--- src/card_port_pkg.sv ---
package card_port_pkg;

    // ==========================================================
    // Attribute space map
    // ==========================================================
    localparam logic [10:0] CFG_BASE_ADDR     = 11'h200;  // Configuration register base
    localparam logic [10:0] PIN_REPL_ADDR     = 11'h204;  // pin_replacement_status
    localparam logic [10:0] SOCKET_COPY_ADDR  = 11'h206;  // socket_copy_config
    localparam int          ADDR_A9           = 9;        // Config/information select
    localparam int          ADDR_A10          = 10;       // Must be low in attribute space

    // ==========================================================
    // Pin replacement field layout
    // ==========================================================
    localparam int          PR_READY_CHG_BIT  = 5;        // ready_changed_flag
    localparam int          PR_WP_CHG_BIT     = 4;        // wp_changed_flag
    localparam int          PR_READY_BIT      = 1;        // Ready state / ready_change_mask
    localparam int          PR_WP_BIT         = 0;        // wp_state_bit / wp_change_mask
    localparam logic [7:0]  PR_RESET_VALUE    = 8'h0c;    // Value after reset
    localparam logic [7:0]  PR_FIXED_ONES     = 8'h0c;    // Bits 3 and 2 read as one

    // ==========================================================
    // Socket and copy field layout
    // ==========================================================
    localparam int          SC_DRIVE_BIT      = 4;        // Drive number bit
    localparam logic        SC_DRIVE_RESET    = 1'b0;     // Drive number after reset

    // ==========================================================
    // Configuration index values
    // ==========================================================
    localparam logic [5:0]  CFG_IDX_MEMORY    = 6'h00;    // Memory mode
    localparam logic [5:0]  CFG_IDX_CONTIG    = 6'h01;    // Contiguous I/O
    localparam logic [5:0]  CFG_IDX_PRIMARY   = 6'h02;    // Primary I/O
    localparam logic [5:0]  CFG_IDX_SECOND    = 6'h03;    // Secondary I/O

    // ==========================================================
    // Synchronised pin vector layout
    // ==========================================================
    localparam int          PIN_CTRL_W        = 7;        // Strobes and selects
    localparam int          PIN_VEC_W         = PIN_CTRL_W + 11 + 16;

endpackage

--- src/card_port.sv ---
`timescale 1ns/1ps
// Contract
// - Ready toggle sets ready-changed flag, sticky
// - Write-protect toggle sets wp-changed flag
// - Ready-changed flag written only when mask set
// - Wp-changed flag written only when mask set
// - Ready bit shows ready, or irq in I/O
// - Write-protect state bit always reads zero
// - Pin register resets 0Ch, fixed bits unwritable
// - Socket register bit 4 holds drive number
// - Socket number bits ignored, read zero
// - Attribute accesses byte-wide at even addresses
// - Config registers at 204h and 206h
// - No attribute response in disk-style mode
// - Attribute reads drive low lane only
// - A9 low information read-only, high config
// - Assert 16-bit indication on every I/O port
// - I/O lane steering by enables and A0
// - Common memory uses same lane steering
// - Changed summary and status-change pin
// - Configuration index selects memory or I/O
module card_port
    import card_port_pkg::*;
#(
    parameter int SYNC_DEPTH = 3                    // Pin synchroniser depth
) (
    input  wire logic        clk_sys,               // Core clock
    input  wire logic        reset,                 // Synchronous, active high
    input  wire logic        ce1_n,                 // Even card enable
    input  wire logic        ce2_n,                 // Odd card enable
    input  wire logic        reg_n,                 // Attribute / I/O space select
    input  wire logic        oe_n,                  // Memory read strobe
    input  wire logic        we_n,                  // Memory write strobe
    input  wire logic        iord_n,                // I/O read strobe
    input  wire logic        iowr_n,                // I/O write strobe
    input  wire logic [10:0] addr,                  // Host address
    input  wire logic [15:0] data_in,               // Host data bus, input side
    output logic      [15:0] data_out,              // Host data bus, output side
    output logic             data_oe_lo,            // Drive enable, D7..D0
    output logic             data_oe_hi,            // Drive enable, D15..D8
    output logic             iois16_n,              // 16-bit port indication
    output logic             stschg_n,              // Status change pin
    input  wire logic        ready_raw,             // Core ready condition
    input  wire logic        irq_raw,               // Core interrupt request
    input  wire logic        wp_state_raw,          // Core write-protect level
    input  wire logic        disk_style_mode,       // Disk-style mode active
    input  wire logic [5:0]  config_index,          // From option register
    input  wire logic        change_signal_enable,  // From status register
    input  wire logic [7:0]  cis_rd_data,           // Information structure byte
    input  wire logic [15:0] core_rd_data,          // Odd byte high, even byte low
    output logic             status_changed,        // Changed summary bit
    output logic             drive_number,          // Drive number for core
    output logic             xfer_rd,               // Core read pulse
    output logic             xfer_wr,               // Core write pulse
    output logic             xfer_io,               // Transfer was I/O
    output logic             xfer_even,             // Even byte in transfer
    output logic             xfer_odd,              // Odd byte in transfer
    output logic      [10:0] xfer_addr,             // Transfer address
    output logic      [15:0] xfer_wr_data           // Odd byte high, even byte low
);
    import card_port_pkg::*;

    // ==========================================================
    // Elaboration checks
    // ==========================================================
    if (SYNC_DEPTH < 3) begin : g_bad_depth
        $error("SYNC_DEPTH below three cannot filter pins");
    end

    // ==========================================================
    // Pin synchroniser
    // ==========================================================
    logic [PIN_VEC_W-1:0] pin_raw;                  // Gathered pin inputs
    logic [PIN_VEC_W-1:0] sync_q [SYNC_DEPTH];      // Synchroniser chain
    logic [PIN_VEC_W-1:0] pin_q;                    // Filtered pin state
    logic [PIN_VEC_W-1:0] agree;                    // Last two stages equal

    assign pin_raw = {data_in, addr, iowr_n, iord_n, we_n, oe_n, reg_n, ce2_n, ce1_n};

    // Chain shifts every cycle; stage zero is read only by stage one
    always_ff @(posedge clk_sys) begin
        sync_q[0] <= pin_raw;
        for (int i = 1; i < SYNC_DEPTH; i++) begin
            sync_q[i] <= sync_q[i-1];
        end
    end

    // A change counts once the last two stages agree, per bit
    assign agree = ~(sync_q[SYNC_DEPTH-2] ^ sync_q[SYNC_DEPTH-1]);

    generate
        for (genvar b = 0; b < PIN_VEC_W; b++) begin : g_filter
            always_ff @(posedge clk_sys) begin
                if (reset) begin
                    pin_q[b] <= (b < PIN_CTRL_W) ? 1'b1 : 1'b0;  // Strobes idle high
                end else if (agree[b]) begin
                    pin_q[b] <= sync_q[SYNC_DEPTH-1][b];
                end
            end
        end
    endgenerate

    // Named views of the filtered pins
    wire        s_ce1_n  = pin_q[0];
    wire        s_ce2_n  = pin_q[1];
    wire        s_reg_n  = pin_q[2];
    wire        s_oe_n   = pin_q[3];
    wire        s_we_n   = pin_q[4];
    wire        s_iord_n = pin_q[5];
    wire        s_iowr_n = pin_q[6];
    wire [10:0] s_addr   = pin_q[PIN_CTRL_W +: 11];
    wire [15:0] s_data   = pin_q[PIN_CTRL_W+11 +: 16];

    // ==========================================================
    // Mode and space decode
    // ==========================================================
    wire io_mode   = (config_index == CFG_IDX_CONTIG) || (config_index == CFG_IDX_PRIMARY) ||
                     (config_index == CFG_IDX_SECOND);
    wire card_sel  = !s_ce1_n || !s_ce2_n;
    // Attribute space: even byte only, low enable, not in disk-style mode
    wire attr_sel  = !s_reg_n && !s_ce1_n && !s_addr[0] && !disk_style_mode;
    wire attr_cfg  = attr_sel && !s_addr[ADDR_A10] && s_addr[ADDR_A9];
    wire attr_cis  = attr_sel && !s_addr[ADDR_A10] && !s_addr[ADDR_A9];
    wire attr_rd   = (attr_cfg || attr_cis) && !s_oe_n && s_we_n;
    wire io_sel    = !s_reg_n && card_sel && io_mode && !disk_style_mode;
    wire mem_sel   = s_reg_n && card_sel && !disk_style_mode;
    wire io_rd     = io_sel && !s_iord_n && s_iowr_n;
    wire mem_rd    = mem_sel && !s_oe_n && s_we_n;

    // Lane steering shared by I/O and common memory
    wire even_lane = !s_ce1_n && (!s_ce2_n || !s_addr[0]);
    wire odd_low   = !s_ce1_n && s_ce2_n && s_addr[0];
    wire odd_high  = !s_ce2_n;

    // ==========================================================
    // Write strobe trailing edge
    // ==========================================================
    logic we_prev_q;                                // Combined write strobe, last cycle
    logic attr_wr_q;                                // Attribute write in progress
    logic data_wr_q;                                // Data write in progress
    logic io_wr_q;                                  // Data write was I/O
    logic [10:0] wr_addr_q;                         // Address held during strobe
    logic [15:0] wr_data_q;                         // Data held during strobe
    logic wr_even_q;                                // Even lane held during strobe
    logic wr_odd_q;                                 // Odd lane held during strobe
    logic wr_odd_low_q;                             // Odd byte rode the low lane

    wire we_now    = (!s_we_n && s_oe_n && (attr_cfg || mem_sel)) ||
                     (io_sel && !s_iowr_n && s_iord_n);
    // Disk-style mode cancels a write still pending, so nothing commits there
    wire wr_end    = we_prev_q && !we_now && !disk_style_mode;

    // Latch cycle details while the strobe is low; commit on its release
    always_ff @(posedge clk_sys) begin
        if (reset) begin
            we_prev_q <= 1'b0;
            attr_wr_q <= 1'b0;
            data_wr_q <= 1'b0;
            io_wr_q   <= 1'b0;
            wr_addr_q <= '0;
            wr_data_q <= '0;
            wr_even_q <= 1'b0;
            wr_odd_q  <= 1'b0;
            wr_odd_low_q <= 1'b0;
        end else begin
            we_prev_q <= we_now;
            if (we_now) begin
                attr_wr_q <= attr_cfg;              // Writes to information area dropped
                data_wr_q <= !attr_cfg;
                io_wr_q   <= io_sel;
                wr_addr_q <= s_addr;
                wr_data_q <= s_data;
                wr_even_q <= even_lane;
                wr_odd_q  <= odd_low || odd_high;
                wr_odd_low_q <= odd_low;
            end
        end
    end

    // Odd byte arriving on the low lane moves to the odd half; the high lane is don't-care then
    wire [15:0] wr_steered = wr_odd_low_q ? {wr_data_q[7:0], 8'h00} : wr_data_q;

    // ==========================================================
    // Pin replacement register
    // ==========================================================
    logic ready_changed_flag_q;                     // Sticky ready change
    logic wp_changed_flag_q;                        // Sticky write-protect change
    logic ready_prev_q;                             // Ready bit, last cycle
    logic wp_prev_q;                                // Write-protect bit, last cycle

    wire ready_state   = io_mode ? irq_raw : ready_raw;
    wire wp_state_bit  = 1'b0;
    wire ready_toggle  = ready_state != ready_prev_q;
    wire wp_toggle     = wp_state_bit != wp_prev_q;
    wire pr_write      = wr_end && attr_wr_q && (wr_addr_q == PIN_REPL_ADDR);
    wire sc_write      = wr_end && attr_wr_q && (wr_addr_q == SOCKET_COPY_ADDR);
    wire ready_change_mask = wr_data_q[PR_READY_BIT];
    wire wp_change_mask    = wr_data_q[PR_WP_BIT];
    // Unused input kept for a core that does report protection
    wire unused_wp = wp_state_raw;

    // Toggle sets beat a host clear in the same cycle
    always_ff @(posedge clk_sys) begin
        if (reset) begin
            ready_changed_flag_q <= PR_RESET_VALUE[PR_READY_CHG_BIT];
            wp_changed_flag_q    <= PR_RESET_VALUE[PR_WP_CHG_BIT];
            ready_prev_q         <= 1'b0;
            wp_prev_q            <= 1'b0;
        end else begin
            ready_prev_q <= ready_state;
            wp_prev_q    <= wp_state_bit;
            if (ready_toggle) begin
                ready_changed_flag_q <= 1'b1;
            end else if (pr_write && ready_change_mask) begin
                ready_changed_flag_q <= wr_data_q[PR_READY_CHG_BIT];
            end
            if (wp_toggle) begin
                wp_changed_flag_q <= 1'b1;
            end else if (pr_write && wp_change_mask) begin
                wp_changed_flag_q <= wr_data_q[PR_WP_CHG_BIT];
            end
        end
    end

    // Fixed bits come from constants; writes cannot reach them
    wire [7:0] pr_read = PR_FIXED_ONES
                       | ({7'h00, ready_changed_flag_q} << PR_READY_CHG_BIT)
                       | ({7'h00, wp_changed_flag_q} << PR_WP_CHG_BIT)
                       | ({7'h00, ready_state} << PR_READY_BIT)
                       | ({7'h00, wp_state_bit} << PR_WP_BIT);

    // ==========================================================
    // Socket and copy register
    // ==========================================================
    logic drive_q;                                  // Drive number bit

    // Only the drive bit is stored; socket bits are dropped
    always_ff @(posedge clk_sys) begin
        if (reset) begin
            drive_q <= SC_DRIVE_RESET;
        end else if (sc_write) begin
            drive_q <= wr_data_q[SC_DRIVE_BIT];
        end
    end

    wire [7:0] sc_read = {7'h00, drive_q} << SC_DRIVE_BIT;

    // ==========================================================
    // Read data and lane drive
    // ==========================================================
    // Offsets 200h and 202h belong to another block and read zero here
    wire [7:0] cfg_read = (s_addr == PIN_REPL_ADDR)    ? pr_read :
                          (s_addr == SOCKET_COPY_ADDR) ? sc_read : 8'h00;
    wire [7:0] attr_byte = attr_cfg ? cfg_read : cis_rd_data;
    wire       data_rd   = io_rd || mem_rd;
    wire [7:0] low_byte  = odd_low ? core_rd_data[15:8] : core_rd_data[7:0];
    wire [15:0] rd_word  = attr_rd ? {8'h00, attr_byte} : {core_rd_data[15:8], low_byte};
    wire       oe_lo_d   = attr_rd || (data_rd && (even_lane || odd_low));
    wire       oe_hi_d   = !attr_rd && data_rd && odd_high;
    wire       any_chg   = ready_changed_flag_q || wp_changed_flag_q;

    // Registered bus drive, one cycle behind the filtered pins
    always_ff @(posedge clk_sys) begin
        if (reset) begin
            data_out       <= '0;
            data_oe_lo     <= 1'b0;
            data_oe_hi     <= 1'b0;
            iois16_n       <= 1'b1;
            stschg_n       <= 1'b1;
            status_changed <= 1'b0;
            drive_number   <= SC_DRIVE_RESET;
        end else begin
            data_out       <= rd_word;
            data_oe_lo     <= oe_lo_d;
            data_oe_hi     <= oe_hi_d;
            iois16_n       <= !io_sel;
            stschg_n       <= !(io_mode && change_signal_enable && any_chg);
            status_changed <= any_chg;
            drive_number   <= drive_q;
        end
    end

    // ==========================================================
    // Core transfer strobes
    // ==========================================================
    logic rd_prev_q;                                // Data read seen last cycle

    // One pulse per read start and per committed data write
    always_ff @(posedge clk_sys) begin
        if (reset) begin
            rd_prev_q    <= 1'b0;
            xfer_rd      <= 1'b0;
            xfer_wr      <= 1'b0;
            xfer_io      <= 1'b0;
            xfer_even    <= 1'b0;
            xfer_odd     <= 1'b0;
            xfer_addr    <= '0;
            xfer_wr_data <= '0;
        end else begin
            rd_prev_q <= data_rd;
            xfer_rd   <= data_rd && !rd_prev_q;
            xfer_wr   <= wr_end && data_wr_q;
            if (data_rd && !rd_prev_q) begin
                xfer_io   <= io_sel;
                xfer_even <= even_lane;
                xfer_odd  <= odd_low || odd_high;
                xfer_addr <= s_addr;
            end else if (wr_end && data_wr_q) begin
                xfer_io      <= io_wr_q;
                xfer_even    <= wr_even_q;
                xfer_odd     <= wr_odd_q;
                xfer_addr    <= wr_addr_q;
                xfer_wr_data <= wr_steered;
            end
        end
    end

endmodule

--- config.mk ---
export PLATFORM = sky130hd
export DESIGN_NAME = card_port
export DESIGN_NICKNAME = d
export VERILOG_FILES = /design/src/card_port_pkg.sv /design/src/card_port.sv
export SDC_FILE = /design/constraint.sdc
export NUM_CORES = 1
export LEC_CHECK = 0
export BUFFER_PORTS_ARGS = -buffer_cell sky130_fd_sc_hd__buf_4
export CAP_MARGIN = 0
export CELL_PAD_IN_SITES_DETAIL_PLACEMENT = 1
export CELL_PAD_IN_SITES_GLOBAL_PLACEMENT = 1
export CORE_UTILIZATION = 45
export DETAILED_ROUTE_END_ITERATION = 8
export GPL_TIMING_DRIVEN = 0
export PLACE_DENSITY = 0.86
export SYNTH_ARGS = -nofsm -noshare
export SYNTH_HDL_FRONTEND = slang
export SYNTH_SLANG_ARGS = --single-unit
export TNS_END_PERCENT = 5
--- constraint.sdc ---
create_clock -name clk_sys -period 6.75 [get_ports clk_sys]
set_clock_uncertainty 0.15 [all_clocks]
set_input_delay 0.3375 -clock clk_sys [delete_from_list [all_inputs] [get_ports clk_sys]]
set_output_delay 0.3375 -clock clk_sys [all_outputs]
set_load 0.01 [all_outputs]
==> key figures <==
Run status
  • Outcome: complete, no violations

Drt
  • Post-DR wirelength/cell: ~20 µm
  • Average vias per placed instance: 5.462
  • Via count: approximately 6000
  • WL final: between 20000 and 25000 µm
  • DRC errors left: 0
  • DR iter-0 viols: 437
  • Post-detailed-route count of antenna-violating nets: 0
  • Drt pass-1 iters: 6

Logic synthesis
  • Ranking of synthesized cells by area: dfxtp_1 (64%), a21oi_1 (5.3%), nand2_1 (4.7%)
  • Yosys warns: 0
  • Synth Instances: 703
  • Main synth FF type: dfxtp_1
  • Leading area contributor after synthesis: dfxtp_1
  • Post-synth EDFFs: 0
  • Ys async rst share: 0
  • Post-synthesis sequential area ratio: 0.6387
  • Synth cell types: 46
  • Top-area cell type share of the netlist area: 0.6387
  • Mapped cell area: 0.007178 mm²
  • Avg Inst Size Synth: around 10 µm²
  • Syn_nets: roughly 770
  • Yosys reg bits: 229

STA
  • Max Transition Viols Final: 0
  • Tmin final: 2.821 ns
  • Worst-Margin Slew: 0.7384 ns
  • Worst hold slack: about 0.047 ns
  • RSZ-0062 raised after global routing: no
  • Tcrit/Tclk final: 0.4179
  • Worst rel slew slack: 0.5077
  • Final Hold Fails: 0
  • FMAX: roughly 350 MHz
  • Setup violations, final: 0
  • Final setup TNS: 0 ns

Cells and area
  • Commonest cells after routing, fill and taps aside: dfxtp_1 (229), buf_4 (124), nand2_1 (90)
  • Diode count: 0
  • # fillers: between 1500 and 2000
  • Commonest non-fill, non-tap cell in the layout: dfxtp_1
  • Fin cells: around 1100
  • Multi-input gate area: 0.002361 mm²
  • Share of cells above drive strength 1: 0.2079
  • Layout Utilization: 0.6341
  • Area grow syn2layout: 35.79%
  • NumNets Final: 969
  • Sequential Area: 0.004584 mm²

Power
  • Pint: approximately 2.5 mW
  • Seq pwr share: 0.462
  • Gate power share: 0.048
  • Clk pwr share: 0.490
  • Sw power: 0.6554 mW
  • Maximum VDD drop: around 250 µV
  • Power Dens Cells: roughly 320 mW/mm²
  • LEAKAGE: ~4 nW
  • Switch share: 0.2098
  • Total design power: ~3.1 mW

Floorplanning
  • Row count: 45
  • Ports: 125
  • Core ar.: 0.01537 mm²
  • Die H: between 100 and 150 µm
  • Die Width: around 130 µm
  • Die outline area: between 0.015 and 0.02 mm²
  • Initial Util: 0.4670

Global routing
  • Vias in the first global route: 6483
  • Total GRT Usage: 0.2714
  • Overflow after GRT: 0
  • Initial antenna violation count: 0
  • First-pass GRT wire length: between 30000 and 40000 µm
  • Largest net degree at the start of global routing: 16

Setup path
  • R2R Setup Slk: slightly below 4 ns
  • Critical Path RT: 7.02 ns
  • Critical path class: reg -> reg
  • FF-to-FF path depth: 8
  • Critical path data arrival time: ~3.1 ns
  • Worst setup EP type: register
  • Reg2reg start: s_ce2_n
  • CP Launch Point: s_ce2_n
  • Worst R2R End: xfer_addr[4]
  • Crit path launch type: register
  • CP endpoint: xfer_addr[4]
  • Critical-path maximum fanout: 10

Clock network
  • CTS tree: built
  • Cts bufs inserted: 24
  • Htree depth: 1
  • Clock-pin slew on the worst setup and hold paths: 0.07 ns
  • Clk sinks: ~230
  • Clk root buf: clkbuf_16
  • Worst-Skew Late Latency: around 0.52 ns
  • CTS-repair resized insts: 0
  • Clk buf depth: 3

Placement
  • Placed cells: around 1000
  • # port buffers: around 120
  • RePlAce Congestion: 0.8675
  • Detailed placement HPWL: 13740 µm

Run
  • Max-cap violations: 0

Hold path
  • Hold crit path type: in -> reg
## per-stage QoR
stage	worst slack (ns)	instance area, µm²
after detailed placement	4.095	8358
final	3.929	9747
after global placement	4.195	8358
after floorplan	4.352	7178
after global routing	3.769	9747
after CTS	4.002	9747
## state kept, by name, summed over array words and instances, names as in the netlist, 11 cells and up
| register | count |
|---|---|
| data_out | 16 |
| pin_q | 27 |
| sync_q | 102 |
| wr_addr_q | 11 |
| wr_data_q | 16 |
| xfer_addr | 11 |
| xfer_wr_data | 16 |
## power groups by stage
stage	clock network (mW)	logic [mW]	registers, mW
3_3_place_gp	0	0.115	1.47
5_1_grt	1.60	0.161	1.45
6_report	1.53	0.148	1.44
4_1_cts	1.54	0.145	1.44
3_5_place_dp	0	0.121	1.47
2_1_floorplan	0	0.0542	1.46
## worst min-delay path by stage
stage                    startpoint  depth (start not counted)       endpoint  slack (ns)
global placement      sync_q[0][31]                          0  sync_q[0][65]        0.16
CTS                 core_rd_data[6]                          3    data_out[6]        0.01
floorplan              sync_q[0][0]                          0  sync_q[0][34]        0.16
finish                    ready_raw                          3   ready_prev_q        0.05
detailed placement    sync_q[0][16]                          0  sync_q[0][50]        0.16
global route              ready_raw                          3   ready_prev_q        0.06
## synthesized netlist by cell type (2+ instances only)
library cell / instances
clkbuf_1: 30
a21oi_1: 76
o21ai_0: 46
o21bai_1: 7
nand2b_1: 8
nor3b_1: 2
nand3b_1: 3
or3_1: 3
nor3_1: 13
buf_6: 3
a221oi_1: 3
nor2b_1: 13
mux2_2: 8
and2_1: 10
o31ai_1: 8
mux2i_1: 10
a211oi_1: 7
buf_1: 3
nor4_1: 9
dfxtp_1: 229
buf_4: 2
nor4b_1: 2
a31oi_1: 13
nand2_1: 90
buf_2: 9
inv_1: 4
nand4_1: 12
and3_1: 3
nand3_1: 17
and4_1: 2
a311oi_1: 13
nor2_1: 31
## layer usage
metal	global-route usage	wire [µm]	vias up
li1	-	-	2852
met1	0.3075	8649	3001
met2	0.5110	11620	229
met3	0.03715	1206	63
met4	0.1080	756	0
met5	0	0	-
## timing repair
item / 4_1_cts / 5_1_grt
buffers inserted: 0 / 0
hold buffers: 47 / 0
endpoints found under the hold margin: 46 / 0
## cell type report
cell class                 count  area share
buffer                        47     0.02234
inverter                       4    0.001540
clock buffer                  28     0.06534
multi-input combinational    423      0.2422
sequential                   229      0.4703
timing repair buffer         169      0.1422
clock inverter                14     0.02888
tap                          211     0.02709
## kinds of logic after synthesis
group	after synthesis	synth area share
XOR/XNOR	1	0.001220
buffers and inverters	51	0.03242
AND/OR/NAND/NOR	226	0.1564
flip-flops	229	0.6387
multiplexers	18	0.02650
AO/OA/AOI/OAI	178	0.1449
## worst max-delay path: stages, from the launching register on
cell	delay [ns]
dfxtp_1	0.30
clkbuf_1	0.41
nand2_1	0.18
or4b_2	0.28
and2_1	0.14
clkbuf_1	0.29
buf_1	0.52
nor2_1	0.15
a311oi_1	0.30
Power figures use the tool's default switching activity.
